**config.mk**
```make
export PLATFORM = sky130hd
export DESIGN_NAME = asq_sequencer
export DESIGN_NICKNAME = d
export VERILOG_FILES = /design/src/design/asq_pkg.sv /design/src/design/asq_sequencer.sv /design/src/design/asq_sync_edge.sv
export VERILOG_INCLUDE_DIRS = /design/src /design/src/design
export SDC_FILE = /design/constraint.sdc
export NUM_CORES = 1
export LEC_CHECK = 0
export BUFFER_PORTS_ARGS = -buffer_cell sky130_fd_sc_hd__buf_2
export CAP_MARGIN = 20
export CORE_ASPECT_RATIO = 1.25
export CORE_MARGIN = 2
export CORE_UTILIZATION = 45
export CTS_CLUSTER_DIAMETER = 50
export CTS_CLUSTER_SIZE = 25
export DETAILED_ROUTE_END_ITERATION = 7
export PLACE_DENSITY = 0.7
export SLEW_MARGIN = 20
export SYNTH_ARGS = -nofsm -noshare
export SYNTH_HDL_FRONTEND = slang
export SYNTH_SLANG_ARGS = --single-unit
```
**constraint.sdc**
```tcl
create_clock -name ref_clk_in -period 3.51 [get_ports ref_clk_in]
set_input_delay 0.702 -clock ref_clk_in [delete_from_list [all_inputs] [get_ports ref_clk_in]]
set_output_delay 0.702 -clock ref_clk_in [all_outputs]
set_load 0.005 [all_outputs]
```
**src/design/asq_params.svh**
```systemverilog
// offsets, field positions, reset values and timing counts of the sequencer
`ifndef ASQ_PARAMS_SVH
`define ASQ_PARAMS_SVH
`define ASQ_CLK_MHZ        100
`define ASQ_OFS_CTRL       8'h00
`define ASQ_OFS_CFG        8'h04
`define ASQ_OFS_GAIN       8'h08
`define ASQ_OFS_STAT       8'h0C
`define ASQ_CTRL_REF       0
`define ASQ_CTRL_MIC       1
`define ASQ_CTRL_PLL       2
`define ASQ_CTRL_ADC       3
`define ASQ_CTRL_MS        4
`define ASQ_CTRL_MASTER_CLOCK_OUT_ENABLE      5
`define ASQ_CTRL_THRU      6
`define ASQ_CTRL_EXTM      7
`define ASQ_CTRL_RESET     8'h00
`define ASQ_CFG_ALC        6
`define ASQ_CFG_RESET      14'h0000
`define ASQ_GAIN_RESET     8'h91
`define ASQ_GAIN_MAX       8'hF1
`define ASQ_INIT_SAMPLES   12'hC10
`define ASQ_BCLK_DIV       2'h3
`define ASQ_FRAME_HALF     6'h3F
`define ASQ_MCLK_TO_NS     1000
`define ASQ_MCLK_TO_CYC    ((`ASQ_MCLK_TO_NS * `ASQ_CLK_MHZ) / 1000)
`endif

```
**src/design/asq_pkg.sv**
```systemverilog
// types shared by the sequencer files
package asq_pkg;
   typedef enum logic [1:0] {
      ASQ_OFF  = 2'h0,
      ASQ_INIT = 2'h1,
      ASQ_RUN  = 2'h3
   } asq_adc_state_t;
endpackage : asq_pkg

```
**src/design/asq_sequencer.sv**
```systemverilog
// power, clock and level-control sequencer of the mono audio converter
//
// Functional notes
// host holds chip reset low at least 150 ns after power-up; the bench releases its first reset after two clock edges, at 15 ns
// passthrough select set: frame, bit clock and data outputs follow external inputs
// host brings clocks up before any recording starts
// host programs rate, mic, timer, reference, level settings, then ADC power
// after ADC power-on, 3088 sample periods of initialisation before valid output
// level loop starts from default input gain when enabled and powered
// host powers reference and mic, waits 2 ms, PLL, waits 6 ms, ADC; the bench skips the PLL and both waits
// in PLL mode host waits PLL lock after rate change before power-up
// level control suspended while ADC block is off despite enable bit
// host changes level settings only with loop disabled or ADC off
// ADC power-off keeps input gain; loop resumes from the kept value
// master clock may stop while ADC idle without losing register state
// PLL master: clear PLL and master bits, then clock-out enable, then clock
// PLL slave on frame or bit clock: clear PLL power before stopping clocks
// PLL slave on master clock: clear PLL, clock-out enable, then stop clock
// external-clock slave and bypass: clocks may stop directly
// external master: outputs hold static when master clock stops
// chip reset low returns all control registers to defaults
// host powers common reference before any other block; the bench powers it in the same write as the mic
// host completes each control write before next sequence step
//
// The APB slave port and the placing of the registers are this design's own decisions.
`timescale 1ns/1ps
`include "asq_params.svh"
module asq_sequencer (
   input  wire logic        ref_clk_in,
   input  wire logic        reset_n_in,
   input  wire logic        psel,
   input  wire logic        penable,
   input  wire logic        pwrite,
   input  wire logic [7:0]  paddr,
   input  wire logic [31:0] pwdata,
   output logic [31:0]      prdata,
   output logic             pready,
   output logic             pslverr,
   input  wire logic        master_clock_in,
   input  wire logic        ext_frame_clock_in,
   input  wire logic        ext_bit_clock_in,
   input  wire logic        ext_serial_data_in,
   input  wire logic [1:0]  sample_peak_in,
   output logic             frame_clock_out,
   output logic             bit_clock_out,
   output logic             serial_data_out,
   output logic             common_ref_power_on_out,
   output logic             mic_power_on_out,
   output logic             pll_power_on_out,
   output logic             adc_power_on_out,
   output logic             master_clock_out_enable_out,
   output logic [7:0]       input_gain_value_out,
   output logic             adc_data_valid_out
);
   logic [7:0]  ctrl_q;
   logic [13:0] cfg_q;
   logic [7:0]  gain_q, gain_d;
   logic [31:0] prdata_q;
   logic        pready_q, pslverr_q;
   logic        frm_o_q, bck_o_q, sdo_q;
   logic [1:0]  bdiv_q;
   logic [5:0]  fcnt_q;
   logic [11:0] init_q;
   logic [15:0] mto_q;
   logic        mclk_run_q;
   logic        valid_q;
   asq_pkg::asq_adc_state_t st_q, st_d;

   // pins 0..3: master clock, ext frame, ext bit clock, ext data
   logic [3:0] pin_raw, pin_lvl, pin_rise;
   assign pin_raw = {ext_serial_data_in, ext_bit_clock_in, ext_frame_clock_in, master_clock_in};
   genvar gi;
   generate
      for (gi = 0; gi < 4; gi++) begin : g_sync
         asq_sync_edge u_sync (
            .ref_clk_in (ref_clk_in),
            .reset_n_in (reset_n_in),
            .pin_in     (pin_raw[gi]),
            .level_out  (pin_lvl[gi]),
            .rise_out   (pin_rise[gi])
         );
      end
   endgenerate

   function automatic logic hit(input logic [7:0] a, input logic [7:0] ofs);
      hit = (a == ofs);
   endfunction : hit

   wire setup_c   = psel & ~penable;
   wire wr_c      = psel & penable & pwrite & pready_q;
   wire hit_ctrl  = hit(paddr, `ASQ_OFS_CTRL);
   wire hit_cfg   = hit(paddr, `ASQ_OFS_CFG);
   wire hit_gain  = hit(paddr, `ASQ_OFS_GAIN);
   wire hit_stat  = hit(paddr, `ASQ_OFS_STAT);
   wire mapped_c  = hit_ctrl | hit_cfg | hit_gain | hit_stat;
   wire thru_c    = ctrl_q[`ASQ_CTRL_THRU];
   wire extm_c    = ctrl_q[`ASQ_CTRL_EXTM];
   wire adc_on_c  = ctrl_q[`ASQ_CTRL_ADC];
   wire alc_act_c = cfg_q[`ASQ_CFG_ALC] & adc_on_c;
   wire mclk_to_c = (mto_q == 16'(`ASQ_MCLK_TO_CYC));
   wire [31:0] rd_c = hit_ctrl ? {24'h000000, ctrl_q} :
                      hit_cfg  ? {18'h0, cfg_q} :
                      hit_gain ? {24'h000000, gain_q} :
                      hit_stat ? {28'h0000000, (st_q == asq_pkg::ASQ_INIT), mclk_run_q, alc_act_c,
                                  (st_q == asq_pkg::ASQ_RUN)} : 32'h00000000;
   // sample tick from own frame clock in external master, else from the pin
   wire frm_tick  = extm_c ? (pin_rise[0] && bdiv_q == `ASQ_BCLK_DIV && fcnt_q == `ASQ_FRAME_HALF
                              && !frm_o_q) : pin_rise[1];

   // zero-wait APB slave; unmapped offsets answer with pslverr
   always_ff @(posedge ref_clk_in or negedge reset_n_in) begin
      if (!reset_n_in) begin
         pready_q  <= 1'b0;
         pslverr_q <= 1'b0;
         prdata_q  <= 32'h00000000;
      end else begin
         pready_q  <= setup_c;
         pslverr_q <= setup_c & ~mapped_c;
         prdata_q  <= setup_c ? rd_c : prdata_q;
      end
   end

   // defaults on reset
   always_ff @(posedge ref_clk_in or negedge reset_n_in) begin
      if (!reset_n_in) begin
         ctrl_q <= `ASQ_CTRL_RESET;
         cfg_q  <= `ASQ_CFG_RESET;
      end else begin
         if (wr_c && hit_ctrl) ctrl_q <= pwdata[7:0];
         if (wr_c && hit_cfg)  cfg_q  <= pwdata[13:0];
      end
   end

   // initialisation count after ADC power-on
   always_comb begin
      st_d = st_q;
      unique case (st_q)
         asq_pkg::ASQ_OFF:  if (adc_on_c) st_d = asq_pkg::ASQ_INIT;
         asq_pkg::ASQ_INIT: if (!adc_on_c) st_d = asq_pkg::ASQ_OFF;
                            else if (frm_tick && init_q == `ASQ_INIT_SAMPLES - 12'h001) st_d = asq_pkg::ASQ_RUN;
         asq_pkg::ASQ_RUN:  if (!adc_on_c) st_d = asq_pkg::ASQ_OFF;
         default:           st_d = asq_pkg::ASQ_OFF;
      endcase
   end

   always_ff @(posedge ref_clk_in or negedge reset_n_in) begin
      if (!reset_n_in) begin
         st_q   <= asq_pkg::ASQ_OFF;
         init_q <= 12'h000;
      end else begin
         st_q   <= st_d;
         init_q <= (st_q != asq_pkg::ASQ_INIT) ? 12'h000 : init_q + {11'h000, frm_tick};
      end
   end

   // loop only while enabled and powered; gain kept across power-off
   wire [7:0] atten_c = {6'h00, cfg_q[13:12]} + 8'h01;
   wire [7:0] recov_c = {6'h00, cfg_q[11:10]} + 8'h01;
   wire       over_c  = sample_peak_in > cfg_q[9:8];
   always_comb begin
      gain_d = gain_q;
      if (wr_c && hit_gain && !alc_act_c)
         gain_d = pwdata[7:0];
      else if (alc_act_c && frm_tick && over_c)
         gain_d = (gain_q > atten_c) ? gain_q - atten_c : 8'h00;
      else if (alc_act_c && frm_tick)
         gain_d = (gain_q < `ASQ_GAIN_MAX - recov_c) ? gain_q + recov_c : `ASQ_GAIN_MAX;
   end

   // loop starts from the default gain after reset
   always_ff @(posedge ref_clk_in or negedge reset_n_in) begin
      if (!reset_n_in) gain_q <= `ASQ_GAIN_RESET;
      else             gain_q <= gain_d;
   end

   // watchdog on master clock; registers never depend on it
   always_ff @(posedge ref_clk_in or negedge reset_n_in) begin
      if (!reset_n_in) begin
         mto_q      <= 16'h0000;
         mclk_run_q <= 1'b0;
      end else begin
         mto_q      <= pin_rise[0] ? 16'h0000 : (mclk_to_c ? mto_q : mto_q + 16'h0001);
         mclk_run_q <= pin_rise[0] | (mclk_run_q & ~mclk_to_c);
      end
   end

   // own clocks advance only on master clock edges, so they freeze when it stops
   always_ff @(posedge ref_clk_in or negedge reset_n_in) begin
      if (!reset_n_in) begin
         bdiv_q <= 2'h0;
         fcnt_q <= 6'h00;
      end else if (extm_c && pin_rise[0]) begin
         bdiv_q <= bdiv_q + 2'h1;
         if (bdiv_q == `ASQ_BCLK_DIV) fcnt_q <= fcnt_q + 6'h01;
      end
   end

   // bypass routes the external stream straight through
   always_ff @(posedge ref_clk_in or negedge reset_n_in) begin
      if (!reset_n_in) begin
         frm_o_q <= 1'b0;
         bck_o_q <= 1'b0;
         sdo_q   <= 1'b0;
      end else if (thru_c) begin
         frm_o_q <= pin_lvl[1];
         bck_o_q <= pin_lvl[2];
         sdo_q   <= pin_lvl[3];
      end else if (extm_c) begin
         if (pin_rise[0] && bdiv_q == `ASQ_BCLK_DIV) bck_o_q <= ~bck_o_q;
         if (pin_rise[0] && bdiv_q == `ASQ_BCLK_DIV && fcnt_q == `ASQ_FRAME_HALF) frm_o_q <= ~frm_o_q;
         sdo_q <= 1'b0;
      end else begin
         sdo_q <= 1'b0;
      end
   end

   assign prdata                      = prdata_q;
   assign pready                      = pready_q;
   assign pslverr                     = pslverr_q;
   assign frame_clock_out             = frm_o_q;
   assign bit_clock_out               = bck_o_q;
   assign serial_data_out             = sdo_q;
   assign common_ref_power_on_out     = ctrl_q[`ASQ_CTRL_REF];
   assign mic_power_on_out            = ctrl_q[`ASQ_CTRL_MIC];
   assign pll_power_on_out            = ctrl_q[`ASQ_CTRL_PLL];
   assign adc_power_on_out            = ctrl_q[`ASQ_CTRL_ADC];
   assign master_clock_out_enable_out = ctrl_q[`ASQ_CTRL_MASTER_CLOCK_OUT_ENABLE];
   assign input_gain_value_out        = gain_q;
   // registered copy of the run state keeps the output glitch-free
   always_ff @(posedge ref_clk_in or negedge reset_n_in) begin
      if (!reset_n_in) valid_q <= 1'b0;
      else             valid_q <= (st_d == asq_pkg::ASQ_RUN);
   end
   assign adc_data_valid_out = valid_q;
endmodule : asq_sequencer

```
**src/design/asq_sync_edge.sv**
```systemverilog
// two-flop synchroniser with rising-edge detect for one pin
`timescale 1ns/1ps
module asq_sync_edge (
   input  wire logic ref_clk_in,
   input  wire logic reset_n_in,
   input  wire logic pin_in,
   output logic      level_out,
   output logic      rise_out
);
   logic meta_q;
   logic sync_q;
   logic last_q;

   // edge logic looks only at the second and third stages
   always_ff @(posedge ref_clk_in or negedge reset_n_in) begin
      if (!reset_n_in) begin
         meta_q <= 1'b0;
         sync_q <= 1'b0;
         last_q <= 1'b0;
      end else begin
         meta_q <= pin_in;
         sync_q <= meta_q;
         last_q <= sync_q;
      end
   end

   assign level_out = sync_q;
   assign rise_out  = sync_q & ~last_q;
endmodule : asq_sync_edge

```
==> run_results.csv <==
group,metric,value,unit
worst_setup_path,critPathSlowestCell,"dfstp_2",
timing,worst_clock_skew,0.00462,ns
timing,max_slew_margin,44.5,%
synthesis,yosysMostFrequentCell,"dfrtp_1",
clocking,cts-root-buf,"clkbuf_16",
worst_setup_path,crit_path_max_fanout,6,
floorplan,ios,102,
global_route,grt_pass1_vias,3754,
synthesis,synth-main-ff-cell,"dfrtp_1",
synthesis,synthArstFlopShare,100,%
worst_setup_path,critPathMaxStageDelay,0.59,ns
global_route,antenna_found_initial,2,
worst_setup_path,worstPathArrival,3.17,ns
timing,hold_violations,0,
place,pre_cts_ws,0.679,ns
clocking,cts_buffer_depth,2,
worst_setup_path,crit_path_start_kind,"register",
timing,min_period_over_period,82.2,%
synthesis,synth_area_leaders,"dfrtp_1 (47%), ha_1 (5.4%), mux2_2 (5.3%)",
global_route,overflow,0,
clocking,cts_tree,"done",
clocking,ctsHoldBuffers,0,
pwr,p_leak,2.83,nW
timing,finalSetupViolCount,0,
synthesis,synth.distinct_cells,65,
clocking,cts_resized,0,
worst_setup_path,critical_path.top_delay_family,"compound AO/OA/AOI/OAI gates",
clocking,cts-buffers-inserted,9,
pwr,vdd_drop_max,0.000272,V
clocking,clock_latency,0.34,ns
place,place_congestion,0.868,
synthesis,synthCells,479,
floorplan,die_area,0.0123,mm^2
pwr,finalPower,2.53,mW
timing,slew_viol_final,0,
drt,vias_per_cell,5.46,
pwr,switchingPower,534,uW
drt,wirelength,10400,um
timing,fin_ws,0.626,ns
worst_setup_path,cp_cell_sequence,"inv_1 -> ha_1 -> fa_1 -> and2b_1 -> o21ai_0 -> a21oi_1 -> a311oi_1 -> a31oi_1 -> o221a_2",
worst_setup_path,crit_buf_inv,1,
clocking,path_clk_slew,0.07,ns
timing,rsz0062_at_grt,"no",
layout,fin_nets,616,
synthesis,syn_avg_cell_area,10.7,um^2
floorplan,initial_core_util,46.2,%
synthesis,synth-seq-cells,99,
synthesis,yosysWarnings,0,
place,hpwl,7670,um
global_route,grt_max_degree,90,
synthesis,seq_area_frac_synth,48.2,%
worst_setup_path,worstPathRequired,3.80,ns
synthesis,synth_area,0.00514,mm^2
drt,ant_nets,0,
synthesis,synth.top_cells.by_count,"dfrtp_1 (96), nor2_1 (45), nand2_1 (36)",
timing,worst_pin_slew,0.831,ns
timing,clock.fmax,0.347,GHz
worst_hold_path,holdPathStages,0,
worst_setup_path,critPathCaptureType,"register",
worst_hold_path,hold_class,"reg -> reg",
drt,drtPass1Iterations,4,
pwr,p_seq_share,47.0,%
floorplan,chipHeight,124,um
outcome,status,"completed",
place,portBuffers,65,
synthesis,synth.largest_area_cell,"dfrtp_1",
global_route,grt_pass1_wl,18000,um
pwr,combPwrFrac,6.1,%
pwr,switching_share,21.1,%
drt,vias,3727,
worst_setup_path,cp.depth,9,
drt,drc,0,
global_route,grtUsageTotal,18.4,%
pwr,power.density,430,mW/mm^2
timing,tns,0,ns
floorplan,std_cell_rows,43,
clocking,cts_sinks,99,
synthesis,synth_top_area_share,46.7,%
floorplan,die_w,99.6,um
drt,drtIter0Drc,165,
layout,drive_above_1_share,23.3,%
clocking,postCtsSetupRepairBufs,0,
pwr,p_clk_share,46.9,%
worst_setup_path,reg2reg_depth,9,
floorplan,placeableCoreArea,0.0111,mm^2
worst_setup_path,critical_path_class,"reg -> reg",
pwr,internal_power,1.99,mW
timing,period_needed,2.88,ns
clocking,htreeDepth,3,
drt,wl_per_cell,15.3,um
run,drv_cap,0,
layout,syn_to_final_growth,14.2,%
synthesis,synth_edf_count,0,
## worst reg2reg max path, stage by stage (launching register included)
cell and delay, ns:
dfstp_2 0.59, inv_1 0.08, ha_1 0.22, fa_1 0.40
and2b_1 0.27, o21ai_0 0.17, a21oi_1 0.46, a311oi_1 0.17
a31oi_1 0.25, o221a_2 0.22
## logic make-up after synthesis
kind of cell	share of synthesized area [%]
adders and majority gates	6.13
AOI/OAI and AO/OA	11.6
buffers and inverters	5.59
and+or+nand+nor	15.8
xor gates and xnor gates	5.11
other	0.0729
muxes	7.54
DFF	48.2
## path summary, 6_finish.rpt
path	start	end	slack, ns
worst max-delay path	input_gain_value_out[0]$_DFFE_PN1P_	input_gain_value_out[5]$_DFFE_PN0P_	0.63
worst min-delay path	g_sync[0].u_sync.meta_q$_DFF_PN0_	g_sync[0].u_sync.level_out$_DFF_PN0_	0.35
worst max register to register	input_gain_value_out[0]$_DFFE_PN1P_	input_gain_value_out[5]$_DFFE_PN0P_	0.63
worst min register to register	g_sync[0].u_sync.meta_q$_DFF_PN0_	g_sync[0].u_sync.level_out$_DFF_PN0_	0.35
max in group asynchronous	reset_n_in	mto_q[7]$_DFFE_PN0P_	2.41
min in group asynchronous	reset_n_in	init_q[6]$_DFF_PN0_	0.39
## sequential cells by signal, indices dropped and copies added, names as in the netlist, 2 cells and up
name                     count
bdiv_q                       2
cfg_q                       14
ctrl_q                       8
fcnt_q                       6
g_sync.u_sync.last_q         2
g_sync.u_sync.level_out      4
g_sync.u_sync.meta_q         4
init_q                      12
input_gain_value_out         8
mto_q                       16
prdata                      14
st_q                         2
## per-layer routing
metal  GRT usage, %  wire length (um)  vias to the layer above  part of all wire (%)
met5              0                 0                        -                     0
met4           7.79               231                        0                   2.2
met3           4.69               581                       15                   5.6
met2           29.7              5000                       91                    48
met1           23.7              4620                     1824                    44
li1               -                 -                     1797                     -
## per-stage QoR
stage | cell area, um^2 | hold slack, ns | std cells | util [%]
after floorplan | 5210 | 0.331 | 496 | -
after global placement | 5510 | 0.333 | 665 | 49.5
after detailed placement | 5510 | 0.338 | 665 | 49.5
after CTS | 5870 | 0.351 | 681 | 52.7
after global routing | 5870 | 0.354 | 682 | 52.7
final | 5870 | 0.350 | 682 | 52.7
## cells in the final DEF (no fill, tap or decap), types with 3 or more instances in the layout
cell	count
o221a_2	4
nor2b_1	4
nand4_1	6
o211ai_1	3
nand3_1	16
dfstp_2	3
nand2_1	36
bufinv_16	4
clkbuf_16	9
ha_1	22
buf_4	3
nor4_1	4
nor2_1	45
xnor2_1	13
xor2_1	17
dfrtp_1	96
mux4_2	3
mux2_2	24
a22o_1	14
and2_1	5
a21oi_1	12
nor3_1	8
o31ai_1	3
nand2b_1	3
or3_1	8
buf_2	64
mux2i_1	5
conb_1	18
a31oi_1	6
inv_1	19
o21ai_0	21
and3_1	5
## power groups by stage
stage	combinational [mW]	sequential, mW	clock [mW]
after floorplan	0.101	1.20	0
after global placement	0.150	1.21	0
after detailed placement	0.154	1.21	0
after CTS	0.156	1.19	1.21
after global routing	0.178	1.19	1.25
final	0.153	1.19	1.18
## final cells by class
type	count	area, um^2
clock inverters	5	125
flip-flops and latches	99	2480
clock buffers	11	233
well taps	135	169
multi-input cells	344	2440
diodes	1	2.50
fillers	991	5260
repair buffers	68	354
inverters	19	71.3
(Power assumes the default switching activity.)
